**src/hw/socket_irq_pkg.sv**
```systemverilog
// Functional notes
// - Control bit 7 enables ring indicate use
// - Control bit 6 zero holds card reset
// - Control bit 5 selects memory or I/O
// - Control bit 4 routes status change to PCI
// - Field 3:0 routes card interrupt; zero means PCI; code routes no card interrupt on zero, only status change goes to PCI
// - Code 0010 means SYSTEM_MGMT_INTERRUPT, others IRQ number
// - Status register read-only, upper nibble zero
// - Disabled source flag always reads zero
// - Enabled active source sets flag, raises interrupt
// - Flags clear on read or write-one
// - Bit 3 set on either detect change
// - Bit 2 READY rise, memory card only
// - Bit 1 battery low, memory card only
// - Bit 0 dead, event or ring indicate
// - Registers at 803h and 804h, reset 00h
// - Per-source enables gate each status source
// - Battery pins: 10 low, 0x dead, 11 good
//
// Package of register offsets, field positions and codes for the
// socket control and status-change block. Assumes 12-bit socket offsets.
package socket_irq_pkg;

  // Register map in socket register space
  localparam logic [11:0] CTRL_OFFSET        = 12'h803;
  localparam logic [11:0] FLAGS_OFFSET       = 12'h804;
  localparam logic [7:0]  CTRL_RESET         = 8'h00;
  localparam logic [7:0]  FLAGS_RESET        = 8'h00;

  // Control register fields
  localparam int          RING_ENABLE_BIT    = 7;
  localparam int          CARD_RUN_BIT       = 6;
  localparam int          CARD_KIND_BIT      = 5;
  localparam int          PCI_ROUTE_BIT      = 4;
  localparam int          ROUTE_FIELD_LSB    = 0;
  localparam int          ROUTE_FIELD_WIDTH  = 4;

  // Status-change flag positions
  localparam int          DETECT_FLAG_BIT    = 3;
  localparam int          READY_FLAG_BIT     = 2;
  localparam int          LOW_FLAG_BIT       = 1;
  localparam int          DEAD_FLAG_BIT      = 0;
  localparam int          FLAG_COUNT         = 4;

  // Route field codes
  localparam logic [3:0]  ROUTE_NONE         = 4'h0;
  localparam logic [3:0]  ROUTE_SMI          = 4'h2;
  localparam int          LEGACY_IRQ_COUNT   = 16;

  // Battery detect pair patterns, {two, one}
  localparam logic [1:0]  BATTERY_LOW_CODE   = 2'h2;
  localparam logic [1:0]  BATTERY_GOOD_CODE  = 2'h3;

  // Synchronised pin vector layout
  localparam int          PIN_DETECT_A       = 0;
  localparam int          PIN_DETECT_B       = 1;
  localparam int          PIN_READY          = 2;
  localparam int          PIN_BATTERY_ONE    = 3;
  localparam int          PIN_BATTERY_TWO    = 4;
  localparam int          PIN_CARD_IRQ       = 5;
  localparam int          PIN_COUNT          = 6;
  localparam logic [5:0]  PIN_RESET          = 6'h3f;

endpackage

```
**src/hw/socket_pin_sync.sv**
```systemverilog
// Two-flop synchronisers for the socket input pins, plus one more stage
// holding the previous settled value for edge detection downstream.
// Assumes pins may change at any time relative to i_ref_clk.
`timescale 1ns/1ps
module socket_pin_sync
  import socket_irq_pkg::*;
(
  input  wire logic                 i_ref_clk,
  input  wire logic                 i_reset_n,
  input  wire logic [PIN_COUNT-1:0] i_pins,
  output logic      [PIN_COUNT-1:0] o_settled,
  output logic      [PIN_COUNT-1:0] o_previous
);

  logic [PIN_COUNT-1:0] meta_reg;
  logic [PIN_COUNT-1:0] meta_next;
  logic [PIN_COUNT-1:0] settled_reg;
  logic [PIN_COUNT-1:0] settled_next;
  logic [PIN_COUNT-1:0] previous_reg;
  logic [PIN_COUNT-1:0] previous_next;

  // Meta stage feeds only the settled stage, never any logic
  always_comb begin
    meta_next     = i_pins;
    settled_next  = meta_reg;
    previous_next = settled_reg;
  end

  // Reset to idle pin levels so no false edge is seen after reset
  always_ff @(posedge i_ref_clk or negedge i_reset_n) begin
    if (!i_reset_n) begin
      meta_reg     <= PIN_RESET;
      settled_reg  <= PIN_RESET;
      previous_reg <= PIN_RESET;
    end else begin
      meta_reg     <= meta_next;
      settled_reg  <= settled_next;
      previous_reg <= previous_next;
    end
  end

  assign o_settled  = settled_reg;
  assign o_previous = previous_reg;

endmodule

```
**src/hw/card_socket_irq_status_control.sv**
```systemverilog
// Socket interrupt and general control plus card status-change flags.
// Host reaches two 8-bit registers through a simple socket register
// port; reads return data one cycle after the read strobe. Source
// enables, status route field and flag clear mode come from sibling
// registers outside this block as plain inputs.
`timescale 1ns/1ps
module card_socket_irq_status_control
  import socket_irq_pkg::*;
(
  input  wire logic        i_ref_clk,
  input  wire logic        i_reset_n,
  // Socket register port
  input  wire logic [11:0] i_reg_addr,
  input  wire logic        i_reg_wr,
  input  wire logic        i_reg_rd,
  input  wire logic [7:0]  i_reg_wdata,
  output logic      [7:0]  o_reg_rdata,
  // Settings held in neighbouring registers
  input  wire logic        i_detect_event_enable,
  input  wire logic        i_ready_event_enable,
  input  wire logic        i_battery_low_event_enable,
  input  wire logic        i_battery_dead_event_enable,
  input  wire logic [3:0]  i_event_irq_route_field,
  input  wire logic        i_flag_clear_on_write,
  // Card side pins
  input  wire logic        i_card_detect_pin_a_n,
  input  wire logic        i_card_detect_pin_b_n,
  input  wire logic        i_card_ready,
  input  wire logic        i_battery_ring_pin,
  input  wire logic        i_battery_detect_two,
  input  wire logic        i_card_irq_n,
  output logic             o_card_reset,
  output logic             o_card_kind_select,
  output logic             o_ring_indicate_enable,
  // Host interrupt outputs
  output logic             o_pci_int,
  output logic             o_system_mgmt_interrupt,
  output logic      [15:0] o_legacy_irq
);

  logic [PIN_COUNT-1:0]        pin_now;
  logic [PIN_COUNT-1:0]        pin_prev;
  logic [7:0]                  ctrl_reg;
  logic [7:0]                  ctrl_next;
  logic [FLAG_COUNT-1:0]       flags_reg;
  logic [FLAG_COUNT-1:0]       flags_next;
  logic [7:0]                  rdata_reg;
  logic [7:0]                  rdata_next;
  logic                        pci_reg;
  logic                        pci_next;
  logic                        smi_reg;
  logic                        smi_next;
  logic [LEGACY_IRQ_COUNT-1:0] irq_reg;
  logic [LEGACY_IRQ_COUNT-1:0] irq_next;

  logic                        ring_en;
  logic                        io_card;
  logic [3:0]                  card_route;
  logic [FLAG_COUNT-1:0]       src_enable;
  logic [FLAG_COUNT-1:0]       src_event;
  logic [FLAG_COUNT-1:0]       flags_visible;
  logic [FLAG_COUNT-1:0]       flags_clear;
  logic                        ctrl_hit;
  logic                        flags_hit;
  logic [1:0]                  battery_now;
  logic [1:0]                  battery_prev;
  logic                        status_pending;
  logic                        status_to_pci;
  logic                        card_irq_active;

  // Card pins settle through two flops before any edge is looked at
  socket_pin_sync u_pin_sync (
    .i_ref_clk  (i_ref_clk),
    .i_reset_n  (i_reset_n),
    .i_pins     ({i_card_irq_n, i_battery_detect_two, i_battery_ring_pin,
                  i_card_ready, i_card_detect_pin_b_n, i_card_detect_pin_a_n}),
    .o_settled  (pin_now),
    .o_previous (pin_prev)
  );

  // Control fields
  assign ring_en    = ctrl_reg[RING_ENABLE_BIT];
  assign io_card    = ctrl_reg[CARD_KIND_BIT];
  assign card_route = ctrl_reg[ROUTE_FIELD_LSB +: ROUTE_FIELD_WIDTH];
  assign ctrl_hit   = (i_reg_addr == CTRL_OFFSET);
  assign flags_hit  = (i_reg_addr == FLAGS_OFFSET);

  // Battery pair as {two, one}; ring pin doubles as detect one
  assign battery_now  = {pin_now[PIN_BATTERY_TWO], pin_now[PIN_BATTERY_ONE]};
  assign battery_prev = {pin_prev[PIN_BATTERY_TWO], pin_prev[PIN_BATTERY_ONE]};

  // Source enables, with kind gating for the memory-only sources
  always_comb begin
    src_enable                  = '0;
    src_enable[DETECT_FLAG_BIT] = i_detect_event_enable;
    src_enable[READY_FLAG_BIT]  = i_ready_event_enable && !io_card;
    src_enable[LOW_FLAG_BIT]    = i_battery_low_event_enable && !io_card;
    src_enable[DEAD_FLAG_BIT]   = i_battery_dead_event_enable;
  end

  // Raw events from settled pin history
  always_comb begin
    src_event = '0;
    // Either detect pin toggling counts as a change
    src_event[DETECT_FLAG_BIT] = (pin_now[PIN_DETECT_A] ^ pin_prev[PIN_DETECT_A])
                               | (pin_now[PIN_DETECT_B] ^ pin_prev[PIN_DETECT_B]);
    src_event[READY_FLAG_BIT]  = pin_now[PIN_READY] && !pin_prev[PIN_READY];
    // Entering the warning pattern, not staying in it
    // Ring use takes detect one away from battery sensing
    src_event[LOW_FLAG_BIT]    = (battery_now == BATTERY_LOW_CODE)
                               && (battery_prev != BATTERY_LOW_CODE)
                               && !ring_en;
    if (ring_en || io_card) begin
      // Ring and card event share the pin, both active low
      src_event[DEAD_FLAG_BIT] = pin_prev[PIN_BATTERY_ONE]
                               && !pin_now[PIN_BATTERY_ONE];
    end else begin
      // Dead is pattern 00 or 01, i.e. detect two low
      src_event[DEAD_FLAG_BIT] = !battery_now[1] && battery_prev[1];
    end
  end

  // A disabled source never shows a flag
  assign flags_visible = flags_reg & src_enable;

  // Clear by read or by write-one, chosen by the clear mode input
  always_comb begin
    flags_clear = '0;
    if (flags_hit) begin
      if (i_flag_clear_on_write) begin
        if (i_reg_wr) begin
          flags_clear = i_reg_wdata[FLAG_COUNT-1:0];
        end
      end else if (i_reg_rd) begin
        flags_clear = '1;
      end
    end
  end

  // Flag update: set wins over a clear in the same cycle
  always_comb begin
    flags_next = ((flags_reg & ~flags_clear) | (src_event & src_enable))
               & src_enable;
  end

  // Control register, the only writable register here
  always_comb begin
    ctrl_next = ctrl_reg;
    if (ctrl_hit && i_reg_wr) begin
      ctrl_next = i_reg_wdata;
    end
  end

  // Read data; status register is read-only, upper bits zero
  always_comb begin
    rdata_next = rdata_reg;
    if (i_reg_rd) begin
      if (ctrl_hit) begin
        rdata_next = ctrl_reg;
      end else if (flags_hit) begin
        rdata_next = {{(8 - FLAG_COUNT){1'b0}}, flags_visible};
      end else begin
        rdata_next = 8'h00;
      end
    end
  end

  // Interrupt routing; outputs track flags and card request level
  assign status_pending  = |flags_visible;
  assign status_to_pci   = ctrl_reg[PCI_ROUTE_BIT]
                         || (card_route == ROUTE_NONE);
  assign card_irq_active = io_card && !pin_now[PIN_CARD_IRQ];

  always_comb begin
    pci_next = 1'b0;
    smi_next = 1'b0;
    irq_next = '0;
    // Status-change interrupt
    if (status_pending) begin
      if (status_to_pci) begin
        pci_next = 1'b1;
      end else if (i_event_irq_route_field == ROUTE_SMI) begin
        smi_next = 1'b1;
      end else if (i_event_irq_route_field != ROUTE_NONE) begin
        irq_next[i_event_irq_route_field] = 1'b1;
      end
    end
    // Card functional interrupt, only for I/O cards
    if (card_irq_active) begin
      if (card_route == ROUTE_SMI) begin
        smi_next = 1'b1;
      end else if (card_route != ROUTE_NONE) begin
        irq_next[card_route] = 1'b1;
      end
    end
  end

  // All state registers
  always_ff @(posedge i_ref_clk or negedge i_reset_n) begin
    if (!i_reset_n) begin
      ctrl_reg  <= CTRL_RESET;
      flags_reg <= FLAGS_RESET[FLAG_COUNT-1:0];
      rdata_reg <= 8'h00;
      pci_reg   <= 1'b0;
      smi_reg   <= 1'b0;
      irq_reg   <= '0;
    end else begin
      ctrl_reg  <= ctrl_next;
      flags_reg <= flags_next;
      rdata_reg <= rdata_next;
      pci_reg   <= pci_next;
      smi_reg   <= smi_next;
      irq_reg   <= irq_next;
    end
  end

  // Card reset held while the run bit is zero, reset included
  assign o_card_reset            = !ctrl_reg[CARD_RUN_BIT];
  assign o_card_kind_select      = io_card;
  assign o_ring_indicate_enable  = ring_en;
  assign o_reg_rdata             = rdata_reg;
  assign o_pci_int               = pci_reg;
  assign o_system_mgmt_interrupt = smi_reg;
  assign o_legacy_irq            = irq_reg;

endmodule

```
**config.mk**
```make
export PLATFORM = sky130hd
export DESIGN_NAME = card_socket_irq_status_control
export DESIGN_NICKNAME = d
export VERILOG_FILES = /design/src/hw/socket_irq_pkg.sv /design/src/hw/socket_pin_sync.sv /design/src/hw/card_socket_irq_status_control.sv
export SDC_FILE = /design/constraint.sdc
export NUM_CORES = 1
export LEC_CHECK = 0
export BUFFER_PORTS_ARGS = -buffer_cell sky130_fd_sc_hd__buf_2
export CORE_UTILIZATION = 40
export CTS_BUF_LIST = sky130_fd_sc_hd__clkbuf_8
export DETAILED_ROUTE_END_ITERATION = 16
export GPL_TIMING_DRIVEN = 1
export PLACE_DENSITY_LB_ADDON = 0.2
export REMOVE_ABC_BUFFERS = 1
export SYNTH_ARGS = -nofsm -noshare
export SYNTH_HDL_FRONTEND = slang
export SYNTH_SLANG_ARGS = --single-unit
```
**constraint.sdc**
```tcl
create_clock -name i_ref_clk -period 2.7 [get_ports i_ref_clk]
set_input_delay 0.27 -clock i_ref_clk [delete_from_list [all_inputs] [get_ports i_ref_clk]]
set_output_delay 0.27 -clock i_ref_clk [all_outputs]
set_load 0.005 [all_outputs]
```
==> metrics.md <==
| Metric | Value |
|---|---|
| Post-Route Setup TNS | `0 ps` |
| Max Clk Rate | `0.640 GHz` |
| Combinational family with the most area after synthesis | `simple AND/OR/NAND/NOR gates` |
| Core area | `5110 um2` |
| Post-synthesis cell type count | `38` |
| Max Clock Skew | `6.96 ps` |
| Fillcell total | `472` |
| Routed length per placed instance | `13.6 um` |
| First-pass GRT wire length | `6580 um` |
| Post-DR vias/cell | `5.00` |
| GPL Wtd Cong | `0.827` |
| Chip height | `74.8 um` |
| Clock sink total | `54` |
| FF+latch count, synth | `54` |
| TritonCTS Buffers | `5` |
| First DRT Iteration DRCs | `109` |
| Crit start category | `flop` |
| Max-cap check violation count | `0` |
| Yosys warns | `0` |
| Diode count | `0` |
| Seq/Total Area, Yosys | `64.7%` |
| Slew Limit Headroom | `38.1%` |
| Critical path data arrival time | `1780 ps` |
| Num rows | `26` |
| Area of the multi-input gates | `706 um2` |
| CTS hold repair buffers | `0` |
| Hold slack | `52.0 ps` |
| RSZ-0062 raised after global routing | `no` |
| Crit path max fanout | `9` |
| NumNets Final | `275` |
| Initial antenna violation count | `0` |
| Multiplexer area fraction after synthesis | `4.25%` |
| Post-DP HPWL | `3150 um` |
| PostCTS Resize Cnt | `0` |
| Pwr per Cell Area | `594 nW/um2` |
| Vias post-DR | `1,534` |
| Synth Area in Compound Gates | `13.2%` |
| CTS tree | `yes` |
| Longest Clk Path Bufs | `2` |
| Leak | `0.00130 uW` |
| Flip-flop count of the largest register after layout | `15` |
| Fin. Hold Viols | `0` |
| Post-synth EDFFs | `0` |
| DR pass1 iterations | `4` |
| Synth top area share | `43.7%` |
| Vias in the first global route | `1,343` |
| Synth top area cells | `dfrtp_1 (44%), dfstp_2 (21%), mux2_2 (4.2%), o22ai_1 (3.2%), nand2b_1 (1.8%)` |
| Die footprint | `5600 um2` |
| Total Power Consumption | `1590 uW` |
| HP Class | `in2reg` |
| Final setup violation count | `0` |
| Gr usage total | `16.2%` |
| Synth Area in Simple Gates | `14.7%` |
| Post-Synth XOR/XNOR Area | `0.826%` |
| Grt total ovfl | `0` |
| Largest net degree at the start of global routing | `46` |
| Period minus WS final | `1560 ps` |
| CP Class | `reg2reg` |
| # IOs | `68` |
| H-tree levels | `2` |
| Ys flop type | `dfrtp_1` |
| Clock root buffer | `clkbuf_8` |
| Worst-Skew Late Latency | `300 ps` |
| Starting density of the core | `41.5%` |
| Layout Area Growth over Synthesis | `26.2%` |
| Antenna-violating nets left | `0` |
| Die Wd | `74.8 um` |
| Post-CTS Setup Bufs | `0` |
| Clk pin slew, worst setup/hold paths | `90 ps` |
| Fraction of registers with async set/reset | `100%` |
| Final WL | `4190 um` |
| Slew @ Worst Pin | `929 ps` |
| Synthesized area | `2120 um2` |
| FF+latch area | `1370 um2` |
| Synth Area in Adders | `0%` |
| Max rail drop VDD | `0.348 mV` |
| Yosys top cell by area | `dfrtp_1` |
| Syn Inst Count | `165` |
| Count leader, synth | `dfrtp_1` |
| Port bufs | `66` |
| Final Cycle Share | `57.8%` |
| Status | `complete, no violations` |
| Synth top cells by count | `dfrtp_1 (37), dfstp_2 (17), o22ai_1 (11), mux2_2 (8), nand2_1 (8)` |
| Worst Setup End Kind | `flop` |
| Slew Limit Fails | `0` |
| Drc violations | `0` |
| Mean Syn Cell Area | `12.9 um2` |
| WP data required | `2910 ps` |
| Layout cell share with drive strength beyond 1 | `45.1%` |
[critical path, stage by stage, from the launching register on]
cell	delay [ps]
dfrtp_1	490
nor2_1	120
a21oi_1	330
nand4_1	270
o22ai_1	260
[cells by family (layout without fill, tap and decap cells)]
kind of cell,Yosys count,count (layout)
flip-flops,54,54
AND/OR/NAND/NOR,49,49
AO/OA/AOI/OAI,40,40
buffers and inverters,11,82
multiplexers,8,8
XOR/XNOR,2,2
other,1,2
[final cells by class]
cell class / instances / share of cell area, %
clock buffers: 6 / 3.09
repair buffers: 68 / 12.9
well taps: 70 / 3.27
multi-input cells: 101 / 26.4
clock inverters: 2 / 2.24
inverters: 6 / 0.842
flip-flops and latches: 54 / 51.3
[path summary, 6_finish.rpt]
path	slack (ps)	depth (start not counted)	endpoint	start
worst max-delay path	1140	4	o_legacy_irq[14]	ctrl_reg[2]
worst min-delay path	50	1	u_pin_sync.meta_reg[0]	i_card_detect_pin_a_n
worst max register to register	1140	4	o_legacy_irq[14]	ctrl_reg[2]
worst min register to register	360	0	u_pin_sync.o_settled[1]	u_pin_sync.meta_reg[1]
max in group asynchronous	1880	2	u_pin_sync.o_previous[0]	i_reset_n
min in group asynchronous	90	1	o_legacy_irq[7]	i_reset_n
[per-layer routing]
metal	global-route usage (%)	part of all wire [%]	vias up
met3	4.42	5.6	4
met2	23.4	45	56
met1	23.7	48	729
met4	5.03	0.74	0
li1	-	-	745
met5	0	0	-
[stage by stage]
step / cell area, um2 / instances / utilization (%) / worst slack (ps)
final: 2680 / 307 / 52.4 / 1140
after global routing: 2680 / 307 / 52.4 / 962
after CTS: 2680 / 307 / 52.4 / 1170
after detailed placement: 2530 / 299 / 49.6 / 936
after global placement: 2530 / 299 / 49.6 / 982
after floorplan: 2100 / 161 / - / 1240
[cells in the final DEF, fill, tap and decap left out, types with 3 or more instances in the layout]
cell / n
buf_2: 66
dfrtp_1: 37
dfstp_2: 17
o22ai_1: 11
nand2_1: 8
mux2_2: 8
nor2_1: 7
nand2b_1: 6
inv_1: 6
clkbuf_8: 6
nand3b_1: 4
nand4_1: 4
nand3_1: 4
o31ai_1: 4
a21boi_0: 4
a22o_1: 4
a22oi_1: 4
o21ai_0: 4
a21oi_1: 3
o32ai_1: 3
[power by group]
group | leakage (uW) | switching [uW] | total [uW] | internal, uW
clock | 0.0000714 | 251 | 646 | 395
combinational | 0.000541 | 53.3 | 94.4 | 41.1
sequential | 0.000687 | 9.07 | 848 | 839
total | 0.00130 | 313 | 1590 | 1280
Note: power is estimated with default switching activity, not from simulation.
